--- config.mk ---
export PLATFORM = sky130hd
export DESIGN_NAME = quad_dac_readback_decoder
export DESIGN_NICKNAME = d
export VERILOG_FILES = /design/src/hdl/quad_readback_pkg.sv /design/src/hdl/quad_dac_readback_decoder.sv
export SDC_FILE = /design/constraint.sdc
export NUM_CORES = 1
export LEC_CHECK = 0
export BUFFER_PORTS_ARGS = -buffer_cell sky130_fd_sc_hd__buf_2
export CORE_ASPECT_RATIO = 1.75
export CORE_UTILIZATION = 60
export DETAILED_ROUTE_END_ITERATION = 10
export GPL_ROUTABILITY_DRIVEN = 0
export PLACE_DENSITY = 0.84
export SYNTH_ARGS = -nofsm -noshare
export SYNTH_HDL_FRONTEND = slang
export SYNTH_SLANG_ARGS = --single-unit
--- constraint.sdc ---
create_clock -name CLK_I -period 4.1 [get_ports CLK_I]
set_clock_uncertainty 0.1 [all_clocks]
set_input_delay 0 -clock CLK_I [delete_from_list [all_inputs] [get_ports CLK_I]]
set_output_delay 0 -clock CLK_I [all_outputs]
set_load 0.1 [all_outputs]
--- src/hdl/quad_readback_pkg.sv ---
package quad_readback_pkg;

	////////////////////////////////////////////////////////////////////////////////
	// sizes
	localparam int NUM_CHAN  = 4;
	localparam int CHAN_BITS = 8;
	localparam int ADDR_W    = 8;
	localparam int DATA_W    = 32;
	localparam int IRQ_W     = 4;

	////////////////////////////////////////////////////////////////////////////////
	// register byte offsets
	localparam logic [7:0] CODE_BASE_ADDR  = 8'h00;
	localparam logic [7:0] CODE_STRIDE     = 8'h04;
	localparam logic [7:0] STATUS_ADDR     = 8'h10;
	localparam logic [7:0] IRQ_STATUS_ADDR = 8'h14;
	localparam logic [7:0] IRQ_ENABLE_ADDR = 8'h18;
	localparam logic [7:0] IRQ_CLEAR_ADDR  = 8'h1c;
	localparam logic [7:0] CONTROL_ADDR    = 8'h20;

	////////////////////////////////////////////////////////////////////////////////
	// register fields
	localparam int STAT_PFAIL_BIT   = 0;
	localparam int STAT_BUSY_BIT    = 1;
	localparam int STAT_CHAN_LSB    = 2;
	localparam int STAT_INT_PIN_BIT = 4;
	localparam int IRQ_INSTR_BIT    = 0;
	localparam int IRQ_DONE_BIT     = 1;
	localparam int IRQ_PFCLR_BIT    = 2;
	localparam int IRQ_IGNORED_BIT  = 3;
	localparam int CTRL_FORCE_BIT   = 0;

	localparam logic [7:0]       CODE_RESET       = 8'h00;
	localparam logic [IRQ_W-1:0] IRQ_ENABLE_RESET = 4'h0;

	////////////////////////////////////////////////////////////////////////////////
	// instruction layout after the start marker (first received bit is the msb)
	localparam int         INSTR_LEN      = 6;
	localparam int         INSTR_RD_BIT   = 5;
	localparam int         INSTR_G_BIT    = 4;
	localparam int         INSTR_EDGE_BIT = 3;
	localparam int         INSTR_ORDER_BIT = 2;
	localparam int         INSTR_HI_BIT   = 1;
	localparam int         INSTR_LO_BIT   = 0;
	localparam logic [1:0] GLOBAL_SEL     = 2'h2;
	localparam logic [4:0] LAST_SINGLE    = 5'h07;
	localparam logic [4:0] LAST_GLOBAL    = 5'h1f;

	typedef enum logic [2:0] {
		ST_HUNT  = 3'b000,
		ST_INSTR = 3'b001,
		ST_LEAD  = 3'b010,
		ST_SHIFT = 3'b011,
		ST_TAIL  = 3'b100,
		ST_DONE  = 3'b101
	} state_type;

endpackage

--- src/hdl/quad_dac_readback_decoder.sv ---
// Register access over APB and the register addresses were chosen for this implementation.
`timescale 1ns/1ps
`default_nettype none

// Notes on behaviour
// (RL1) instruction: start bit high, then read bit high selects read mode; seven bits total
// (RL2) global low: last two instruction bits pick channel one to four
// (RL3) fourth bit high: data changes on rising edges, low: on falling edges
// (RL4) fifth bit high: msb first, low: lsb first
// (RL5) global high with select one-zero reads all four channels in succession
// (RL6) supply interruption sets power-fail flag and pulls interrupt pin low
// (RL7) chip select low clears power-fail flag and releases interrupt pin
// (RL8) interrupt pin only pulls low; an external pull-up returns it high
// (RL9) host should distrust channel data whenever it sees the power-fail flag
// (RL10) first change 2 cycles (rising) or 1.5 cycles (falling) after instruction end
// (RL11) global readback returns channel one first, channel four last
// (RL12) serial input ignored until a high start bit arrives
// (RL13) each channel returns its eight latched bits; global returns thirty-two
module quad_dac_readback_decoder
	import quad_readback_pkg::*;
(
	input  wire logic              CLK_I,           // system clock, 50 MHz
	input  wire logic              RST_N_I,         // synchronous reset, active low
	input  wire logic              PSEL_I,          // apb select
	input  wire logic              PENABLE_I,       // apb access phase
	input  wire logic              PWRITE_I,        // apb direction, high = write
	input  wire logic [ADDR_W-1:0] PADDR_I,         // apb byte address
	input  wire logic [DATA_W-1:0] PWDATA_I,        // apb write data
	output logic      [DATA_W-1:0] PRDATA_O,        // apb read data
	output logic                   PREADY_O,        // apb ready
	output logic                   PSLVERR_O,       // apb error, unmapped address
	input  wire logic              CS_N_I,          // chip select pin, active low
	input  wire logic              SCLK_I,          // serial clock pin
	input  wire logic              SERIAL_IN_I,     // serial data in pin
	input  wire logic              SUPPLY_LOST_I,   // supply interruption detector
	output logic                   SERIAL_OUT_O,    // serial readback data
	output logic                   SERIAL_OUT_OE_O, // serial readback drive enable
	input  wire logic              INT_N_I,         // interrupt pin level
	output logic                   INT_N_O,         // interrupt pin drive value
	output logic                   INT_N_OE_O,      // interrupt pin pull-down enable
	output logic                   IRQ_O            // level interrupt to software
);

	////////////////////////////////////////////////////////////////////////////////
	// pin synchronisers

	logic [1:0] cs_sync;
	logic [1:0] sclk_sync;
	logic [1:0] sin_sync;
	logic [1:0] lost_sync;
	logic [1:0] int_sync;
	logic       sclk_d;
	logic       lost_d;

	// reset levels match the pins at rest, so no false edge follows reset
	always_ff @(posedge CLK_I) begin
		if (!RST_N_I) begin
			cs_sync   <= 2'h3;
			sclk_sync <= 2'h0;
			sin_sync  <= 2'h0;
			lost_sync <= 2'h0;
			int_sync  <= 2'h3;
			sclk_d    <= 1'b0;
			lost_d    <= 1'b0;
		end else begin
			cs_sync   <= {cs_sync[0], CS_N_I};
			sclk_sync <= {sclk_sync[0], SCLK_I};
			sin_sync  <= {sin_sync[0], SERIAL_IN_I};
			lost_sync <= {lost_sync[0], SUPPLY_LOST_I};
			int_sync  <= {int_sync[0], INT_N_I};
			sclk_d    <= sclk_sync[1];
			lost_d    <= lost_sync[1];
		end
	end

	wire cs_active = ~cs_sync[1];
	wire sclk_rise = sclk_sync[1] & ~sclk_d;
	wire sclk_fall = ~sclk_sync[1] & sclk_d;
	wire sin_bit   = sin_sync[1];
	wire lost_rise = lost_sync[1] & ~lost_d;

	////////////////////////////////////////////////////////////////////////////////
	// apb decode

	logic [CHAN_BITS-1:0] code [NUM_CHAN];
	logic [IRQ_W-1:0]     irq_status;
	logic [IRQ_W-1:0]     irq_enable;
	logic                 pfail;
	logic [DATA_W-1:0]    rdata_mux;
	logic [NUM_CHAN-1:0]  code_hit;

	wire setup_phase  = PSEL_I & ~PENABLE_I;
	wire access_phase = PSEL_I & PENABLE_I;
	wire wr_access    = access_phase & PWRITE_I;
	wire hit_status   = PADDR_I == STATUS_ADDR;
	wire hit_irq_stat = PADDR_I == IRQ_STATUS_ADDR;
	wire hit_irq_en   = PADDR_I == IRQ_ENABLE_ADDR;
	wire hit_irq_clr  = PADDR_I == IRQ_CLEAR_ADDR;
	wire hit_control  = PADDR_I == CONTROL_ADDR;
	wire hit_any      = (|code_hit) | hit_status | hit_irq_stat | hit_irq_en | hit_irq_clr | hit_control;
	wire wr_irq_en    = wr_access & hit_irq_en;
	wire wr_irq_clr   = wr_access & hit_irq_clr;
	wire force_pfail  = wr_access & hit_control & PWDATA_I[CTRL_FORCE_BIT];

	// zero wait states: every access phase completes at once
	assign PREADY_O  = 1'b1;
	assign PSLVERR_O = access_phase & ~hit_any;

	////////////////////////////////////////////////////////////////////////////////
	// latched channel codes, written by software

	// one register word per channel, low byte used
	genvar gi;
	generate
		for (gi = 0; gi < NUM_CHAN; gi++) begin : g_code
			localparam logic [7:0] OFFS = CODE_BASE_ADDR + CODE_STRIDE * 8'(gi);
			assign code_hit[gi] = PADDR_I == OFFS;
			always_ff @(posedge CLK_I) begin
				if (!RST_N_I) begin
					code[gi] <= CODE_RESET;
				end else if (wr_access & code_hit[gi]) begin
					code[gi] <= PWDATA_I[CHAN_BITS-1:0];
				end
			end
		end
	endgenerate

	////////////////////////////////////////////////////////////////////////////////
	// serial instruction decoder

	state_type            state;
	state_type            next_state;
	logic [INSTR_LEN-1:0] instr;
	logic [2:0]           instr_cnt;
	logic [4:0]           bit_idx;
	logic                 serial_out;
	logic                 serial_oe;

	// bits after the start marker; the first received ends in the msb
	wire [INSTR_LEN-1:0] next_instr = {instr[INSTR_LEN-2:0], sin_bit};
	wire                 instr_last = instr_cnt == 3'(INSTR_LEN - 1);
	wire                 n_rd       = next_instr[INSTR_RD_BIT];                        // RL1
	wire                 n_global   = next_instr[INSTR_G_BIT];
	wire [1:0]           n_sel      = {next_instr[INSTR_HI_BIT], next_instr[INSTR_LO_BIT]};
	wire                 n_read_ok  = n_rd & (~n_global | (n_sel == GLOBAL_SEL));     // RL5

	// readback format, held from the stored instruction
	wire       is_global  = instr[INSTR_G_BIT];
	wire       rise_mode  = instr[INSTR_EDGE_BIT];
	wire       msb_first  = instr[INSTR_ORDER_BIT];
	wire [1:0] chan_sel   = {instr[INSTR_HI_BIT], instr[INSTR_LO_BIT]};
	wire       out_edge   = rise_mode ? sclk_rise : sclk_fall;                         // RL3
	wire [4:0] last_idx   = is_global ? LAST_GLOBAL : LAST_SINGLE;                     // RL13
	wire [1:0] cur_chan   = is_global ? bit_idx[4:3] : chan_sel;                       // RL2 RL11
	wire [2:0] cur_pos    = msb_first ? ~bit_idx[2:0] : bit_idx[2:0];                  // RL4
	wire       cur_bit    = code[cur_chan][cur_pos];                                   // RL13

	// single-cycle events for the bit counter, the readback pin and the sticky status
	wire instr_done_evt = (state == ST_INSTR) & sclk_rise & instr_last;
	wire accept_evt     = instr_done_evt & n_read_ok;
	wire ignore_evt     = instr_done_evt & ~n_read_ok;
	wire drive_evt      = (state == ST_SHIFT) & out_edge;
	wire read_done_evt  = (state == ST_TAIL) & out_edge;

	always_comb begin
		next_state = state;
		if (!cs_active) begin
			next_state = ST_HUNT;
		end else begin
			unique case (state)
				ST_HUNT: begin
					if (sclk_rise & sin_bit) begin                                        // RL12
						next_state = ST_INSTR;
					end
				end
				ST_INSTR: begin
					if (sclk_rise & instr_last) begin
						next_state = n_read_ok ? ST_LEAD : ST_DONE;
					end
				end
				ST_LEAD: begin
					if (out_edge) begin                                                   // RL10
						next_state = ST_SHIFT;
					end
				end
				ST_SHIFT: begin
					if (out_edge & (bit_idx == last_idx)) begin
						next_state = ST_TAIL;
					end
				end
				ST_TAIL: begin
					if (out_edge) begin
						next_state = ST_DONE;
					end
				end
				ST_DONE: begin
					// finished or refused: wait for chip select to rise
					next_state = ST_DONE;
				end
				default: begin
					next_state = ST_HUNT;
				end
			endcase
		end
	end

	always_ff @(posedge CLK_I) begin
		if (!RST_N_I) begin
			state <= ST_HUNT;
		end else begin
			state <= next_state;
		end
	end

	// instruction shifter and counter
	always_ff @(posedge CLK_I) begin
		if (!RST_N_I) begin
			instr     <= '0;
			instr_cnt <= 3'h0;
		end else if (state == ST_HUNT) begin
			instr_cnt <= 3'h0;
		end else if ((state == ST_INSTR) & sclk_rise) begin
			instr     <= next_instr;
			instr_cnt <= instr_cnt + 3'h1;
		end
	end

	// data bit counter, cleared while waiting for the first chosen edge
	always_ff @(posedge CLK_I) begin
		if (!RST_N_I) begin
			bit_idx <= 5'h00;
		end else if (state == ST_LEAD) begin
			bit_idx <= 5'h00;
		end else if (drive_evt) begin
			bit_idx <= bit_idx + 5'h01;
		end
	end

	// readback pin
	// a cut frame wins over a data edge, so no data stands undriven
	always_ff @(posedge CLK_I) begin
		if (!RST_N_I) begin
			serial_out <= 1'b0;
			serial_oe  <= 1'b0;
		end else begin
			serial_oe <= (next_state == ST_LEAD) | (next_state == ST_SHIFT) | (next_state == ST_TAIL);
			if ((next_state == ST_HUNT) | read_done_evt) begin
				serial_out <= 1'b0;
			end else if (drive_evt) begin
				serial_out <= cur_bit;                                                    // RL3 RL4
			end
		end
	end

	assign SERIAL_OUT_O    = serial_out;
	assign SERIAL_OUT_OE_O = serial_oe;

	////////////////////////////////////////////////////////////////////////////////
	// power-fail flag

	// supply loss or the software force sets it; set wins over a clear
	wire pfail_set = lost_rise | force_pfail;
	wire pfail_clr = cs_active;

	always_ff @(posedge CLK_I) begin
		if (!RST_N_I) begin
			pfail <= 1'b1;                                                                // RL6
		end else begin
			pfail <= pfail_set | (pfail & ~pfail_clr);                                    // RL6 RL7
		end
	end

	// open drain: drive low only while the flag is up
	assign INT_N_O    = 1'b0;                                                           // RL8
	assign INT_N_OE_O = pfail;                                                          // RL6 RL7

	////////////////////////////////////////////////////////////////////////////////
	// interrupt status, enable, clear

	logic [IRQ_W-1:0] irq_event;

	always_comb begin
		irq_event                  = '0;
		irq_event[IRQ_INSTR_BIT]   = accept_evt;
		irq_event[IRQ_DONE_BIT]    = read_done_evt;
		irq_event[IRQ_PFCLR_BIT]   = pfail & pfail_clr & ~pfail_set;
		irq_event[IRQ_IGNORED_BIT] = ignore_evt;
	end

	wire [IRQ_W-1:0] irq_clr_mask = wr_irq_clr ? PWDATA_I[IRQ_W-1:0] : '0;

	// a new event wins over a clear in the same cycle
	always_ff @(posedge CLK_I) begin
		if (!RST_N_I) begin
			irq_status <= '0;
			irq_enable <= IRQ_ENABLE_RESET;
		end else begin
			irq_status <= (irq_status & ~irq_clr_mask) | irq_event;
			if (wr_irq_en) begin
				irq_enable <= PWDATA_I[IRQ_W-1:0];
			end
		end
	end

	assign IRQ_O = |(irq_status & irq_enable);

	////////////////////////////////////////////////////////////////////////////////
	// read data

	// busy from start marker until the frame is done or cut
	wire busy = (state != ST_HUNT) & (state != ST_DONE);

	always_comb begin
		rdata_mux = '0;
		for (int i = 0; i < NUM_CHAN; i++) begin
			if (code_hit[i]) begin
				rdata_mux[CHAN_BITS-1:0] = code[i];
			end
		end
		if (hit_status) begin
			rdata_mux[STAT_PFAIL_BIT]                 = pfail;
			rdata_mux[STAT_BUSY_BIT]                  = busy;
			rdata_mux[STAT_CHAN_LSB+1:STAT_CHAN_LSB]  = cur_chan;
			rdata_mux[STAT_INT_PIN_BIT]               = int_sync[1];
		end
		if (hit_irq_stat) begin
			rdata_mux[IRQ_W-1:0] = irq_status;
		end
		if (hit_irq_en) begin
			rdata_mux[IRQ_W-1:0] = irq_enable;
		end
	end

	// loaded in the setup cycle, holds through the access phase
	always_ff @(posedge CLK_I) begin
		if (!RST_N_I) begin
			PRDATA_O <= '0;
		end else if (setup_phase) begin
			PRDATA_O <= PWRITE_I ? '0 : rdata_mux;
		end
	end

endmodule // quad_dac_readback_decoder

`default_nettype wire

==> results of run 1 <==
[flip-flops by register name (all words and copies together) (netlist names)]
signal           count
instr                5
lost_d               1
irq_enable           4
SERIAL_OUT_OE_O      1
state                3
sclk_sync            2
instr_cnt            3
lost_sync            2
code                32
INT_N_OE_O           1
sclk_d               1
SERIAL_OUT_O         1
cs_sync              2
int_sync             2
irq_status           4
sin_sync             2
bit_idx              5
PRDATA_O             8
[how the worst max path moves through the flow]
stage / to / slack (ps) / cells after the start
finish: SERIAL_OUT_O$_SDFFE_PP0P_ / 1790 / 6
global route: SERIAL_OUT_O$_SDFFE_PP0P_ / 1720 / 6
CTS: SERIAL_OUT_O$_SDFFE_PP0P_ / 1860 / 6
detailed placement: code[3][7]$_SDFFCE_PN0P_ / 1720 / 4
global placement: code[3][6]$_SDFFCE_PN0P_ / 1800 / 4
floorplan: PSLVERR_O / 1240 / 4
[cell type report]
cell class	instances	area [sq um]	share of cell area [%]
Inverter	12	45.0	0.901
Tap cell	86	108	2.15
Timing Repair Buffer	54	350	7.01
Clock inverter	4	56.3	1.13
Clock buffer	12	278	5.55
Multi-Input combinational cell	378	2260	45.2
Sequential cell	79	1900	38.0
[power groups by stage]
stage          combinational, mW  clock, mW  sequential [mW]
4_1_cts                    0.220      0.865            0.855
6_report                   0.223      0.863            0.856
3_5_place_dp               0.207          0            0.872
3_3_place_gp               0.204          0            0.871
5_1_grt                    0.235      0.897            0.858
2_1_floorplan              0.189          0            0.870
[cells in the mapped netlist (3+ instances only)]
master,number
nand2_1,29
a32oi_1,4
a221oi_1,4
a22oi_1,18
o22ai_1,11
nand3_1,15
mux2_2,8
clkbuf_1,17
edfxtp_1,32
ha_1,3
buf_2,5
nor3_1,18
mux2i_1,9
nand2b_1,38
a21oi_1,26
nor4_2,3
xor2_1,7
and2_1,44
dfxtp_1,47
inv_1,12
nor2b_1,7
buf_4,26
nor2_1,48
and3_1,4
a211oi_1,4
o21ai_0,20
[cells by family after synthesis]
kind of cell	Yosys count	synth area share, %
other	2	0.170
AO/OA/AOI/OAI	101	14.7
adder cells (fa/ha/maj)	3	0.847
multiplexers	17	4.07
AND/OR/NAND/NOR	223	27.7
buffers and inverters	62	8.05
XOR/XNOR	8	1.58
flip-flops	79	42.9
[repair_timing]
action,CTS,global route
endpoints found under the setup margin,0,0
hold buffers,16,0
hold endpoints to repair,42,0
[metal layers]
metal	part of all wire [%]	vias to the layer above
met2	53	188
li1	-	1777
met3	5.8	45
met1	36	1777
met4	5.2	0
met5	0	-
[worst register-to-register path: stages, from the launching register on]
cell,delay [ps]
dfxtp_1,500
nor2b_1,610
a22oi_1,200
a21oi_1,210
nor3_1,80
nor4_1,410
nor4_2,80
==> results.sh, run 1 <==
export IMPL_fill_cells=549
export IMPL_antenna_found_initial=0
export IMPL_grt_use_met1_pct=32.9
export IMPL_final_hold_violation_count=0
export IMPL_grt_pass1_wl_um=17300
export IMPL_startpoint="instr[4]$_SDFFE_PN0P_"
export IMPL_drt_pass1_iter_count=5
export IMPL_powerDensity_mw_per_mm2=388
export IMPL_dieArea_sq_mm=0.00775
export IMPL_reg2reg_to="SERIAL_OUT_O$_SDFFE_PP0P_"
export IMPL_ff2ff_setup_slack_ps=1790
export IMPL_ir_drop_uv=318
export IMPL_grt_met2_usage_pct=52.7
export IMPL_cts_resized=0
export IMPL_hold_class="in -> reg"
export IMPL_layout_common_cells="nor2_1 (48), dfxtp_1 (47), and2_1 (44)"
export IMPL_yosysWarnings=0
export IMPL_hpwlAfterDp_um=7470
export IMPL_ys_flop_type="dfxtp_1"
export IMPL_comb_power_share_pct=11.5
export IMPL_cts_buffer_depth=2
export IMPL_io_buffers=38
export IMPL_cts_setup_buffers=0
export IMPL_synth_top_area_share_pct=21.7
export IMPL_p_seq_share_pct=44.1
export IMPL_totalWireLength_um=11000
export IMPL_power_leakage_nw=1.97
export IMPL_drcViolationCount=0
export IMPL_path_cells="nor2b_1 > a22oi_1 > a21oi_1 > nor3_1 > nor4_1 > nor4_2"
export IMPL_final_layout_size_suffix_gt1_share_pct=13.9
export IMPL_synthArstFlopShare_pct=0
export IMPL_final_util_pct=69.6
export IMPL_p_sw_mw=0.509
export IMPL_maxCapViolCount=0
export IMPL_grtUsageTotal_pct=30.4
export IMPL_rsz0062_at_grt="false"
export IMPL_avgSynthCellArea_sq_um=8.95
export IMPL_areaGrowthSynthToFinish_pct=12.9
export IMPL_tritoncts="done"
export IMPL_worst_setup_path_end_kind="register"
export IMPL_ys_seq_elements=79
export IMPL_final_nets=587
export IMPL_min_path_cells=4
export IMPL_synth_edf_count=32
export IMPL_pwr_share_clk_pct=44.4
export IMPL_reg2reg_depth=6
export IMPL_fp_dieH_um=116
export IMPL_core_sq_mm=0.00718
export IMPL_grt_max_degree=24
export IMPL_layout_commonest_cell="nor2_1"
export IMPL_worst_slack_ps=1790
export IMPL_switching_share_pct=26.2
export IMPL_via_per_inst=6.06
export IMPL_worst_pin_slew_ps=1240
export IMPL_post_dp_cell_area_sq_mm=0.00451
export IMPL_rows=41
export IMPL_diodes=0
export IMPL_io_pins=89
export IMPL_period_share_pct=56.4
export IMPL_clock_fmax_mhz=432
export IMPL_die_x_um=67.0
export IMPL_grt_busiest_layer="met2"
export IMPL_required_ps=4210
export IMPL_start_util_pct=61.7
export IMPL_crit_arrival_ps=2420
export IMPL_cp_top_family="simple AND/OR/NAND/NOR gates"
export IMPL_cts_buffers=9
export IMPL_first_global_vias=3566
export IMPL_setup_violations=0
export IMPL_crit_type="reg -> reg"
export IMPL_slowest_stage="nor2b_1"
export IMPL_instances_no_fill=625
export IMPL_hold_end="PRDATA_O[4]$_SDFFE_PN0P_"
export IMPL_hold_start="PWRITE_I"
export IMPL_dpl_worst_slack_ps=1720
export IMPL_synth_area_leaders="edfxtp_1 (22%), dfxtp_1 (21%), and2_1 (6.2%), nand2b_1 (5.4%), buf_4 (4.4%)"
export IMPL_antenna_left=0
export IMPL_maxSlewHeadroom_pct=16.3
export IMPL_p_int_mw=1.43
export IMPL_synth_seq_area_share_pct=42.9
export IMPL_power_mw=1.94
export IMPL_postSynthCellCount=495
export IMPL_cp_max_fo=9
export IMPL_grt_use_met3_pct=6.00
export IMPL_grt_ovfl_total=0
export IMPL_fin_area_sq_mm=0.00500
export IMPL_yosys_area_top_type="edfxtp_1"
export IMPL_period_needed_ps=2310
export IMPL_htree_levels=3
export IMPL_cts_sinks=79
export IMPL_slowest_delay_ps=600
export IMPL_netlist_cell_type_count=51
export IMPL_clkLatencyLatePin_ps=340
export IMPL_syn_cell_area_sq_mm=0.00443
export IMPL_dr_first_iter_drc_count=381
export IMPL_placed_cells=593
export IMPL_cts_root_buf="clkbuf_16"
export IMPL_timing_hold_ws_ps=20.9
export IMPL_r2r_start="instr[4]$_SDFFE_PN0P_"
export IMPL_slew_viol_final=0
export IMPL_setup_tns_ps=0
export IMPL_wl_per_cell_um=17.6
export IMPL_vias=3787
export IMPL_path_clk_slew_ps=60
export IMPL_startpoint_type="register"
export IMPL_crit_buf_inv=0
export IMPL_outcome="completed"
Power figures use the tool's default switching activity.
==> run 2, diff against run 1 <==
- CORE_UTILIZATION: 60 -> 55
- PLACE_DENSITY: 0.84 -> 0.78
- clock period: 4.1 -> 2.33 ns (I/O delays scaled with it)
==> results.sh, run 2 (synthesis gave the netlist of run 1 again) <==
export IMPL_final_util_pct=64.8
export IMPL_layout_common_cells="nor2_1 (48), dfxtp_1 (47), and2_1 (44)"
export IMPL_ff2ff_setup_slack_ps=270
export IMPL_period_needed_ps=2060
export IMPL_period_share_pct=88.4
export IMPL_drt_pass1_iter_count=7
export IMPL_dieArea_sq_mm=0.00843
export IMPL_p_sw_mw=0.870
export IMPL_timing_hold_ws_ps=29.2
export IMPL_largest_register="code"
export IMPL_cp_max_fo=16
export IMPL_cts_root_buf="clkbuf_16"
export IMPL_crit_type="reg -> reg"
export IMPL_switching_share_pct=25.8
export IMPL_reg2reg_to="SERIAL_OUT_O$_SDFFE_PP0P_"
export IMPL_cts_buffers=9
export IMPL_comb_power_share_pct=11.9
export IMPL_cts_sinks=79
export IMPL_drcViolationCount=0
export IMPL_hold_start="PWRITE_I"
export IMPL_final_layout_size_suffix_gt1_share_pct=15.9
export IMPL_dpl_worst_slack_ps=281
export IMPL_grt_max_degree=23
export IMPL_reg2reg_depth=6
export IMPL_grt_ovfl_total=0
export IMPL_startpoint="bit_idx[3]$_SDFFE_PP0P_"
export IMPL_setup_tns_ps=0
export IMPL_antenna_left=0
export IMPL_via_per_inst=5.86
export IMPL_path_clk_slew_ps=60
export IMPL_p_seq_share_pct=44.6
export IMPL_slew_viol_final=0
export IMPL_final_nets=601
export IMPL_hold_class="in -> reg"
export IMPL_antenna_found_initial=0
export IMPL_tritoncts="done"
export IMPL_p_int_mw=2.50
export IMPL_pwr_share_clk_pct=43.5
export IMPL_grt_pass1_wl_um=17100
export IMPL_cts_buffer_depth=2
export IMPL_rsz0062_at_grt="false"
export IMPL_crit_end="SERIAL_OUT_O$_SDFFE_PP0P_"
export IMPL_final_hold_violation_count=0
export IMPL_outcome="completed"
export IMPL_fp_dieH_um=121
export IMPL_multi_input_area_sq_mm=0.00227
export IMPL_top_regs="code x32, PRDATA_O x8"
export IMPL_final_seq_area_sq_mm=0.00190
export IMPL_totalWireLength_um=10800
export IMPL_die_x_um=69.8
export IMPL_maxCapViolCount=0
export IMPL_ir_drop_uv=561
export IMPL_required_ps=2440
export IMPL_worst_slack_ps=271
export IMPL_cts_setup_buffers=0
export IMPL_layout_commonest_cell="nor2_1"
export IMPL_core_sq_mm=0.00786
export IMPL_r2r_start="bit_idx[3]$_SDFFE_PP0P_"
export IMPL_io_buffers=38
export IMPL_clkLatencyLatePin_ps=340
export IMPL_powerDensity_mw_per_mm2=662
export IMPL_worst_pin_slew_ps=680
export IMPL_power_leakage_nw=2.03
export IMPL_grtUsageTotal_pct=26.4
export IMPL_first_global_vias=3561
export IMPL_diodes=0
export IMPL_start_util_pct=56.4
export IMPL_rows=43
export IMPL_io_pins=89
export IMPL_wl_per_cell_um=16.7
export IMPL_vias=3771
export IMPL_worst_setup_path_end_kind="register"
export IMPL_dr_first_iter_drc_count=353
export IMPL_largest_register_ffs=32
export IMPL_fill_cells=618
export IMPL_htree_levels=3
export IMPL_startpoint_type="register"
export IMPL_hpwlAfterDp_um=7980
export IMPL_maxSlewHeadroom_pct=54.3
export IMPL_clock_fmax_mhz=486
export IMPL_setup_violations=0
export IMPL_areaGrowthSynthToFinish_pct=14.9
export IMPL_crit_arrival_ps=2170
run 2: cell types whose count changed in the layout (fill, tap and decap cells not counted), sizes merged:
cell and delta:
bufinv +1, dlygate4sd3 -1, inv -1, buf +15
clkinv +1, clkinvlp +1, clkbuf -2
run 2: what timing repair did:
item                      in CTS  in global routing
hold endpoints to repair      51                  0
resized for setup              0                  0
hold buffers                  15                  0
run 2: cell type report:
type	instances	area share (%)
multi-input combinational	378	44.5
sequential	79	37.3
timing repair buffer	68	8.89
clock buffer	10	4.50
tap	90	2.21
clock inverter	6	1.65
inverter	12	0.885
run 2: per-stage QoR:
stage	power, mW	cell area (sq um)	cells
after global routing	3.47	5090	643
after global placement	1.91	4630	612
final	3.37	5090	643
after floorplan	1.86	4530	519
after CTS	3.38	5090	643
after detailed placement	1.91	4630	612
run 2: power groups by stage:
stage / registers (mW) / logic [mW] / clock network (mW)
final: 1.51 / 0.401 / 1.47
after global routing: 1.51 / 0.423 / 1.54
after floorplan: 1.53 / 0.333 / 0
after detailed placement: 1.53 / 0.379 / 0
after global placement: 1.53 / 0.373 / 0
after CTS: 1.50 / 0.400 / 1.48
run 2: per-layer routing:
metal / global-route usage [%] / wire length (um) / vias to the layer above
met1: 27.6 / 3920 / 1747
li1: - / - / 1803
met2: 44.7 / 5430 / 173
met4: 23.4 / 884 / 0
met5: 0 / 0 / -
met3: 4.58 / 529 / 48
run 2: worst min path at each step:
stage                                          end  slack (ps)  cells past startpoint
final                     PRDATA_O[4]$_SDFFE_PN0P_          30                      4
after global placement      int_sync[0]$_SDFF_PN1_          80                      2
after CTS                 PRDATA_O[4]$_SDFFE_PN0P_          20                      4
after floorplan              cs_sync[0]$_SDFF_PN1_           1                      1
after global routing      PRDATA_O[4]$_SDFFE_PN0P_          20                      4
after detailed placement     cs_sync[0]$_SDFF_PN1_          90                      2
run 2: critical path: stages, from the launching register on:
cell      delay, ps
dfxtp_1         460
or3_1           420
a21oi_1         280
a211oi_1        140
o21ba_1         260
and3_1          210
nor4_2           60
